### config.mk
export PLATFORM = sky130hd
export DESIGN_NAME = fze_unit
export DESIGN_NICKNAME = d
export VERILOG_FILES = /design/src/rtl/fze_flags.v /design/src/rtl/fze_result.v /design/src/rtl/fze_unit.v
export VERILOG_INCLUDE_DIRS = /design/src /design/src/rtl
export SDC_FILE = /design/constraint.sdc
export NUM_CORES = 1
export LEC_CHECK = 0
export ABC_AREA = 1
export BUFFER_PORTS_ARGS = -buffer_cell sky130_fd_sc_hd__buf_2
export CAP_MARGIN = 0
export CORE_MARGIN = 2
export CORE_UTILIZATION = 48
export CTS_BUF_LIST = sky130_fd_sc_hd__clkbuf_2
export CTS_CLUSTER_DIAMETER = 150
export DETAILED_ROUTE_END_ITERATION = 16
export GPL_TIMING_DRIVEN = 0
export PLACE_DENSITY_LB_ADDON = 0.15
export SLEW_MARGIN = 20
export SYNTH_ARGS = -nofsm -noshare
export SYNTH_HDL_FRONTEND = slang
export SYNTH_SLANG_ARGS = --single-unit
export TNS_END_PERCENT = 100
### constraint.sdc
create_clock -name CLK -period 3.6 [get_ports CLK]
set_input_delay 0.72 -clock CLK [delete_from_list [all_inputs] [get_ports CLK]]
set_output_delay 0.72 -clock CLK [all_outputs]
set_load 0.01 [all_outputs]
### src/rtl/fze_defs.vh
// Constants for the zero-divide, denormal and overflow exception unit.
// Included by every design file; holds definitions only.
`ifndef FZE_DEFS_VH
`define FZE_DEFS_VH

// Status and control word bit positions
`define FZE_DE_BIT       1
`define FZE_ZE_BIT       2
`define FZE_OE_BIT       3
`define FZE_C1_BIT       9
`define FZE_SW_RESET     16'h0000

// Operation codes presented by the datapath
`define FZE_OP_W         4
`define FZE_OP_NONE      4'h0
`define FZE_OP_DIV       4'h1
`define FZE_OP_DIVP      4'h2
`define FZE_OP_RDIV      4'h3
`define FZE_OP_RDIVP     4'h4
`define FZE_OP_IDIV      4'h5
`define FZE_OP_IRDIV     4'h6
`define FZE_OP_LOG       4'h7
`define FZE_OP_XTRACT    4'h8
`define FZE_OP_SCALE     4'h9
`define FZE_OP_STORE     4'ha
`define FZE_OP_STOREP    4'hb
`define FZE_OP_ARITH     4'hc
`define FZE_OP_LOAD      4'hd

// Destination formats
`define FZE_FMT_EXT      2'h0
`define FZE_FMT_SGL      2'h1
`define FZE_FMT_DBL      2'h2
`define FZE_FMT_INT      2'h3

// Rounding modes
`define FZE_RND_NEAR     2'h0
`define FZE_RND_DOWN     2'h1
`define FZE_RND_UP       2'h2
`define FZE_RND_ZERO     2'h3

// Extended exponent field: bias 16383, 15 bits
`define FZE_EXP_W        15
`define FZE_EXP_MAX      15'h7fff
`define FZE_EXP_INF      15'h7fff
`define FZE_EXP_BIAS     17'h03fff
// Largest biased exponents at 2^16384, 2^128, 2^1024 limits
`define FZE_LIM_EXT      17'h07ffe
`define FZE_LIM_SGL      17'h0407e
`define FZE_LIM_DBL      17'h043fe
`define FZE_REBIAS       17'h06000
`define FZE_SIG_W        64
`define FZE_SIG_MAXFIN   64'hffffffffffffffff
`define FZE_SIG_INF      64'h8000000000000000

`endif

### src/rtl/fze_flags.v
// Sticky status bits for denormal, zero-divide and overflow plus round-up.
// Assumes event strobes are one-cycle pulses on CLK.
`timescale 1ns/1ps
`include "fze_defs.vh"

module fze_flags (
	input  wire        clk,
	input  wire        reset,
	input  wire        set_de,
	input  wire        set_ze,
	input  wire        set_oe,
	input  wire [2:0]  clr,
	input  wire        c1_we,
	input  wire        c1_val,
	output reg  [15:0] status
);

	// Set wins over software clear in the same cycle
	always @(posedge clk) begin
		if (reset) begin
			status <= `FZE_SW_RESET;
		end else begin
			if (set_de | ~clr[0])
				status[`FZE_DE_BIT] <= status[`FZE_DE_BIT] | set_de;
			else
				status[`FZE_DE_BIT] <= 1'b0;
			if (set_ze | ~clr[1])
				status[`FZE_ZE_BIT] <= status[`FZE_ZE_BIT] | set_ze;
			else
				status[`FZE_ZE_BIT] <= 1'b0;
			if (set_oe | ~clr[2])
				status[`FZE_OE_BIT] <= status[`FZE_OE_BIT] | set_oe;
			else
				status[`FZE_OE_BIT] <= 1'b0;
			if (c1_we)
				status[`FZE_C1_BIT] <= c1_val;
		end
	end

endmodule // fze_flags

### src/rtl/fze_result.v
// Masked default result for overflow.
// Pure combinational; the main module registers the outputs.
`timescale 1ns/1ps
`include "fze_defs.vh"

module fze_result (
	input  wire [1:0]  rnd,
	input  wire        sign,
	output reg         ovf_sign,
	output reg  [14:0] ovf_exp,
	output reg  [63:0] ovf_sig
);

	reg to_max;

	always @* begin
		case (rnd)
		`FZE_RND_DOWN: to_max = ~sign;
		`FZE_RND_UP:   to_max = sign;
		`FZE_RND_ZERO: to_max = 1'b1;
		default:       to_max = 1'b0;
		endcase
		ovf_sign = sign;
		if (to_max) begin
			ovf_exp = `FZE_EXP_MAX - 15'h0001;
			ovf_sig = `FZE_SIG_MAXFIN;
		end else begin
			ovf_exp = `FZE_EXP_INF;
			ovf_sig = `FZE_SIG_INF;
		end
	end

endmodule // fze_result

### src/rtl/fze_unit.v
// Exception unit for zero-divide, denormal operand and numeric overflow.
// Assumes the datapath gives one classified request per START pulse and
// holds its operands steady for that cycle; higher priority faults are
// resolved before a request reaches this block.
// How it works
// - zero-divide when a finite non-zero value is divided by zero
// - zero-divide flag is status bit 2, mask is control bit 2
// - only divides, log product and exponent extract report zero-divide
// - masked divide by zero returns infinity signed by XOR of signs
// - masked log by zero returns infinity opposite the non-zero sign
// - masked extract by zero: second gets minus infinity, top signed zero
// - unmasked zero-divide sets flag, traps, leaves stack and sources
// - denormal on arithmetic use, or single/double load; not extended
// - denormal flag is status bit 1, mask is control bit 1
// - masked denormal sets flag and proceeds, normalizing on conversion
// - unmasked denormal sets flag, traps, leaves stack and sources
// - overflow when rounded result exceeds extended limit 2^16384
// - stores to single or double overflow beyond 2^128 or 2^1024
// - overflowing integer store raises invalid, not overflow
// - overflow flag is status bit 3, mask is control bit 3
// - masked overflow result chosen by rounding mode and sign
// - unmasked memory overflow sets flag, traps, changes nothing
// - unmasked register overflow stores rebiased result, then traps
// - round-up bit tracks rounding direction in rebiased case
// - scale that still overflows after rebias stores signed infinity
// - round-up code bit is status bit 9
`timescale 1ns/1ps
`include "fze_defs.vh"

module fze_unit (
	input  wire        CLK,
	input  wire        RESET,
	input  wire        START,
	input  wire [3:0]  OP,
	input  wire [1:0]  DEST_FMT,
	input  wire        DEST_MEM,
	input  wire [15:0] CONTROL,
	input  wire [2:0]  FLAG_CLEAR,
	input  wire        A_SIGN,
	input  wire        A_ZERO,
	input  wire        A_FINITE,
	input  wire        A_DENORM,
	input  wire        B_SIGN,
	input  wire        B_ZERO,
	input  wire        B_FINITE,
	input  wire        B_DENORM,
	input  wire        R_SIGN,
	input  wire [16:0] R_EXP,
	input  wire [63:0] R_SIG,
	input  wire        R_ROUNDED_UP,
	output reg         DONE,
	output reg         TRAP,
	output reg         INVALID_OPERAND,
	output reg         NORMALIZE,
	output reg         WRITE_TOP,
	output reg         WRITE_SECOND,
	output reg         TOP_SIGN,
	output reg  [14:0] TOP_EXP,
	output reg  [63:0] TOP_SIG,
	output reg         SECOND_SIGN,
	output reg  [14:0] SECOND_EXP,
	output reg  [63:0] SECOND_SIG,
	output wire [15:0] STATUS
);

	// One-hot sequence: idle, store result, raise flags and trap
	localparam ST_IDLE  = 3'b001;
	localparam ST_STORE = 3'b010;
	localparam ST_TRAP  = 3'b100;

	reg  [2:0]  state;
	reg  [2:0]  next_state;
	reg         pend_ze;
	reg         pend_de;
	reg         pend_oe;
	reg         pend_c1;
	reg         pend_c1_val;

	wire        ovf_sign;
	wire [14:0] ovf_exp;
	wire [63:0] ovf_sig;

	// Class decode used by several conditions
	function is_div;
		input [3:0] op;
		begin
			case (op)
			`FZE_OP_DIV, `FZE_OP_DIVP, `FZE_OP_RDIV, `FZE_OP_RDIVP,
			`FZE_OP_IDIV, `FZE_OP_IRDIV:
				is_div = 1'b1;
			default:
				is_div = 1'b0;
			endcase
		end
	endfunction

	function is_arith;
		input [3:0] op;
		begin
			is_arith = is_div(op) || op == `FZE_OP_LOG ||
				op == `FZE_OP_XTRACT || op == `FZE_OP_SCALE ||
				op == `FZE_OP_ARITH;
		end
	endfunction

	function [16:0] limit_of;
		input [1:0] fmt;
		begin
			case (fmt)
			`FZE_FMT_SGL: limit_of = `FZE_LIM_SGL;
			`FZE_FMT_DBL: limit_of = `FZE_LIM_DBL;
			default:      limit_of = `FZE_LIM_EXT;
			endcase
		end
	endfunction

	wire is_store = OP == `FZE_OP_STORE || OP == `FZE_OP_STOREP;
	wire is_rdiv  = OP == `FZE_OP_RDIV || OP == `FZE_OP_RDIVP ||
		OP == `FZE_OP_IRDIV;

	// Divisor is B, except reverse forms divide B by A
	wire divisor_zero  = is_rdiv ? A_ZERO : B_ZERO;
	wire dividend_ok   = is_rdiv ? (B_FINITE & ~B_ZERO)
		: (A_FINITE & ~A_ZERO);
	// Log and extract take their zero in operand A
	wire zd_div  = is_div(OP) & divisor_zero & dividend_ok;
	wire zd_log  = OP == `FZE_OP_LOG & A_ZERO & B_FINITE & ~B_ZERO;
	wire zd_xtr  = OP == `FZE_OP_XTRACT & A_ZERO;
	wire zd_hit  = zd_div | zd_log | zd_xtr;

	wire load_dn = OP == `FZE_OP_LOAD & A_DENORM &
		(DEST_FMT == `FZE_FMT_SGL || DEST_FMT == `FZE_FMT_DBL);
	wire arit_dn = is_arith(OP) & (A_DENORM | B_DENORM);
	wire dn_hit  = load_dn | arit_dn;

	wire ovf_any = (is_arith(OP) | is_store) & ~zd_hit &
		R_EXP > limit_of(DEST_FMT);
	wire int_dst = is_store & DEST_FMT == `FZE_FMT_INT;
	wire ov_hit  = ovf_any & ~int_dst;

	wire ze_mask = CONTROL[`FZE_ZE_BIT];
	wire de_mask = CONTROL[`FZE_DE_BIT];
	wire ov_mask = CONTROL[`FZE_OE_BIT];
	wire [16:0] rebias_exp = R_EXP - `FZE_REBIAS;
	wire still_ovf = rebias_exp > limit_of(`FZE_FMT_EXT);

	wire busy = state != ST_IDLE;

	fze_result u_res (
		.rnd      (CONTROL[11:10]),
		.sign     (R_SIGN),
		.ovf_sign (ovf_sign),
		.ovf_exp  (ovf_exp),
		.ovf_sig  (ovf_sig)
	);

	fze_flags u_flags (
		.clk     (CLK),
		.reset   (RESET),
		.set_de  (state == ST_TRAP && pend_de),
		.set_ze  (state == ST_TRAP && pend_ze),
		.set_oe  (state == ST_TRAP && pend_oe),
		.clr     (FLAG_CLEAR),
		.c1_we   (state == ST_STORE && pend_c1),
		.c1_val  (pend_c1_val),
		.status  (STATUS)
	);

	always @* begin
		case (state)
		ST_IDLE:  next_state = (START && (zd_hit | dn_hit | ov_hit))
			? ST_STORE : ST_IDLE;
		ST_STORE: next_state = ST_TRAP;
		ST_TRAP:  next_state = ST_IDLE;
		default:  next_state = ST_IDLE;
		endcase
	end

	always @(posedge CLK) begin
		if (RESET) begin
			state           <= ST_IDLE;
			pend_ze         <= 1'b0;
			pend_de         <= 1'b0;
			pend_oe         <= 1'b0;
			pend_c1         <= 1'b0;
			pend_c1_val     <= 1'b0;
			DONE            <= 1'b0;
			TRAP            <= 1'b0;
			INVALID_OPERAND <= 1'b0;
			NORMALIZE       <= 1'b0;
			WRITE_TOP       <= 1'b0;
			WRITE_SECOND    <= 1'b0;
			TOP_SIGN        <= 1'b0;
			TOP_EXP         <= 15'h0000;
			TOP_SIG         <= 64'h0000000000000000;
			SECOND_SIGN     <= 1'b0;
			SECOND_EXP      <= 15'h0000;
			SECOND_SIG      <= 64'h0000000000000000;
		end else begin
			state           <= next_state;
			DONE            <= 1'b0;
			TRAP            <= 1'b0;
			INVALID_OPERAND <= 1'b0;
			NORMALIZE       <= 1'b0;
			WRITE_TOP       <= 1'b0;
			WRITE_SECOND    <= 1'b0;
			if (state == ST_IDLE && START) begin
				INVALID_OPERAND <= ovf_any & int_dst;
				// Masked denormal carries on; denormal loads and masked arithmetic normalize input
				NORMALIZE <= load_dn | (arit_dn & de_mask);
				pend_ze <= zd_hit;
				pend_de <= dn_hit;
				pend_oe <= ov_hit;
				pend_c1 <= 1'b0;
				pend_c1_val <= 1'b0;
				if (!(zd_hit | dn_hit | ov_hit))
					DONE <= 1'b1;
				if (dn_hit && !de_mask) begin
					// Trap before any write; stack untouched
				end else if (zd_hit && ze_mask) begin
					WRITE_TOP <= 1'b1;
					TOP_EXP   <= `FZE_EXP_INF;
					TOP_SIG   <= `FZE_SIG_INF;
					if (zd_div)
						TOP_SIGN <= A_SIGN ^ B_SIGN;
					else if (zd_log)
						TOP_SIGN <= ~B_SIGN;
					else begin
						TOP_SIGN     <= A_SIGN;
						TOP_EXP      <= 15'h0000;
						TOP_SIG      <= 64'h0000000000000000;
						WRITE_SECOND <= 1'b1;
						SECOND_SIGN  <= 1'b1;
						SECOND_EXP   <= `FZE_EXP_INF;
						SECOND_SIG   <= `FZE_SIG_INF;
					end
				end else if (ov_hit && ov_mask) begin
					WRITE_TOP <= 1'b1;
					TOP_SIGN  <= ovf_sign;
					TOP_EXP   <= ovf_exp;
					TOP_SIG   <= ovf_sig;
				end else if (ov_hit && !DEST_MEM && !zd_hit) begin
					WRITE_TOP <= 1'b1;
					TOP_SIGN  <= R_SIGN;
					if (OP == `FZE_OP_SCALE && still_ovf) begin
						TOP_EXP <= `FZE_EXP_INF;
						TOP_SIG <= `FZE_SIG_INF;
					end else begin
						TOP_EXP <= rebias_exp[14:0];
						TOP_SIG <= R_SIG;
					end
					pend_c1     <= 1'b1;
					pend_c1_val <= R_ROUNDED_UP;
				end
				// Unmasked memory overflow writes nothing
			end
			if (state == ST_TRAP) begin
				// Flags set after any store; trap if unmasked
				TRAP <= (pend_ze & ~ze_mask) | (pend_de & ~de_mask)
					| (pend_oe & ~ov_mask);
				DONE <= 1'b1;
			end
		end
	end

endmodule // fze_unit

==> impl_metrics.json <==
{
  "cts.clk_slew.worst_paths_ns": 0.26,
  "grt_max_degree": 19,
  "hold_class": "input port to flip-flop",
  "max_freq_ghz": 0.350,
  "coreArea_um2": 12500,
  "pwr-share-comb_pct": 28.9,
  "synth-edff-count": 0,
  "detail_route.wl_per_cell_um": 11.1,
  "p_int_mw": 1.62,
  "insertion_delay_ns": 0.61,
  "arrival_ns": 3.39,
  "crit_buf_inv": 7,
  "hold_buffers": 0,
  "h-tree-depth": 3,
  "p_leak_nw": 5.13,
  "cts_buffers": 9,
  "antenna_found_initial": 5,
  "vias": 6364,
  "pin_count": 302,
  "drc_errors": 0,
  "status": "complete, no violations",
  "fin_worst_skew_ns": 0.0378,
  "initial_core_util_pct": 48.8,
  "synthTopCellsByArea": "dfxtp_1, nand2_1, buf_4",
  "drive_above_1_share_pct": 26.3,
  "async_flop_share_pct": 0,
  "cap_violations": 0,
  "worstSetupPathType": "input port to flip-flop",
  "switchingPower_uw": 853,
  "dp_cells": 1453,
  "cp_cell_sequence": "buf_2, inv_1, ha_1, inv_1, ha_1, nand4_1, nor2_1, nand2_1, inv_1, nor2_1, nor2_1, nand4_4, nand2_1, inv_2, a21oi_4, buf_6, buf_6, nand2_1, nand2_1",
  "place_area_um2": 7640,
  "syn_avg_cell_area_um2": 6.12,
  "p_total_mw": 2.48,
  "routed_wl_um": 16300,
  "clkPwrFrac_pct": 22.4,
  "design_area_um2": 7760,
  "cp-start-kind": "input port",
  "synthTopCellsByCount": "nand2_1, nand3_1, nor2_1",
  "synthCells": 993,
  "drt-initial-drc-count": 399,
  "cts_setup_buffers": 0,
  "post_cts_resize_count": 0,
  "min_period_ns": 2.86,
  "cts_buffer_depth": 2,
  "netlist_area_um2": 6080,
  "die_x_um": 117,
  "maxSlewHeadroom_pct": 53.6,
  "crit_path_frequent_cell": "nand2_1",
  "clockRootBuffer": "clkbuf_2",
  "fin_cells": 1473,
  "ys_seq_area_share_pct": 32.6,
  "finalHoldViolCount": 0,
  "fin_ws_ns": 0.742,
  "drtPass1Iterations": 5,
  "synth_top_area_cell": "dfxtp_1",
  "fin_util_pct": 62.3,
  "yosysMostFrequentCell": "nand2_1",
  "ys_warn_count": 0,
  "synth_cell_types": 33,
  "ys_ff_latch": 99,
  "max-vdd-ir-drop_mv": 0.276,
  "drtAntennaViolNets": 0,
  "row_count": 41,
  "final_nets": 1423,
  "viasPerCell": 4.32,
  "dieHeight_um": 117,
  "clkSinkCount": 99,
  "min_period_over_period_pct": 79.4,
  "power.density_nw_per_um2": 319,
  "grt_overflow": 0,
  "switching_share_pct": 34.4,
  "critical_path.max_stage_delay_ns": 0.31,
  "endpoint_kind": "flip-flop",
  "seqPwrFrac_pct": 48.7,
  "gp_congestion": 0.877,
  "setup_tns_ns": 0,
  "hold_slack_ns": 0.348,
  "final-max-slew-violation-count": 0,
  "area_growth_pct": 27.8,
  "grt_pass1_wl_um": 25200,
  "grtUsageTotal_pct": 23.5,
  "synthFlopType": "dfxtp_1",
  "dp_slack_ns": 0.0997,
  "dieArea_um2": 13600,
  "synth_top_area_share_pct": 32.6,
  "grt_pass1_vias": 5471,
  "cp_slowest_cell": "ha_1",
  "critPathTopFamily": "simple AND/OR/NAND/NOR gates",
  "port_buffers": 214,
  "place_hpwl_um": 12800,
  "rsz0062_at_grt": "false",
  "critPathRequiredTime_ns": 4.13,
  "setup_viol": 0,
  "cts_tree": "yes",
  "tightest_slew_ns": 0.696,
  "crit_path_max_fanout": 10
}
worst reg2reg max path, cell delays in order (launching register included):
cell and delay (ns):
dfxtp_1 0.39, inv_1 0.07, nor3_1 0.14, nand2_1 0.11
nor2_1 0.22, nand2_1 0.13, a21oi_4 0.27, buf_6 0.21
buf_6 0.15, nand2_1 0.05, nand2_1 0.05
path summary, 6_finish.rpt:
check                start                 to  slack (ns)  cells past startpoint
min          FLAG_CLEAR[0]  u_flags.status[1]        0.35                      4
min reg2reg    pend_c1_val        pend_c1_val        0.47                      2
max reg2reg       state[0]        TOP_SIG[10]        1.77                     10
max            DEST_FMT[1]        TOP_SIG[10]        0.74                     19
power groups by stage:
| stage | registers [mW] | logic, mW | clock network, mW |
|---|---|---|---|
| after floorplan | 1.25 | 0.456 | 0 |
| after global placement | 1.22 | 0.708 | 0 |
| after detailed placement | 1.23 | 0.714 | 0 |
| after CTS | 1.21 | 0.717 | 0.571 |
| after global routing | 1.22 | 0.822 | 0.603 |
| final | 1.21 | 0.716 | 0.554 |
layout make-up:
type / instances / area (µm²)
sequential: 99 / 1980
clock inverter: 6 / 62.6
timing repair buffer: 214 / 1070
multi-input combinational: 722 / 3070
antenna: 4 / 10.0
inverter: 105 / 394
clock buffer: 10 / 50.0
buffer: 141 / 906
fill: 1299 / 4700
tap: 172 / 215
layer usage:
| layer | vias up | track usage, % | part of all wire [%] |
|---|---|---|---|
| li1 | 3446 | - | - |
| met1 | 2680 | 29.0 | 45 |
| met2 | 200 | 39.6 | 45 |
| met3 | 34 | 4.98 | 7.3 |
| met4 | 4 | 10.2 | 2.7 |
| met5 | - | 0 | 0.13 |
flip-flops by register name, indices dropped and copies added, names as in the netlist, 3 cells and up:
name            count
u_flags.status      4
state               3
TOP_SIG            64
TOP_EXP            15
logic make-up (layout without fill, tap and decap cells):
family,Yosys count,after routing,share of synthesized area [%]
AOI/OAI and AO/OA,24,24,2.37
xor gates and xnor gates,2,2,0.288
adders and majority gates,11,11,2.26
buffers and inverters,246,476,21.4
DFF,99,99,32.6
muxes,1,1,0.165
other,1,79,0.0617
and+or+nand+nor,609,609,40.8
placed cells by master, fill, tap and decap left out, types with 2 or more instances in the layout:
| master | n |
|---|---|
| nand3_1 | 105 |
| nor4_1 | 2 |
| buf_6 | 3 |
| buf_2 | 224 |
| nor2_1 | 103 |
| ha_1 | 11 |
| diode_2 | 4 |
| clkbuf_2 | 10 |
| inv_6 | 2 |
| dfxtp_1 | 99 |
| conb_1 | 75 |
| nor3_1 | 4 |
| nand4_1 | 7 |
| buf_4 | 91 |
| nand2_1 | 383 |
| a21oi_1 | 8 |
| inv_2 | 4 |
| buf_1 | 10 |
| inv_1 | 101 |
| clkbuf_1 | 27 |
| o22ai_1 | 2 |
| clkinv_1 | 2 |
| o21ai_0 | 8 |
(Power assumes the default switching activity.)
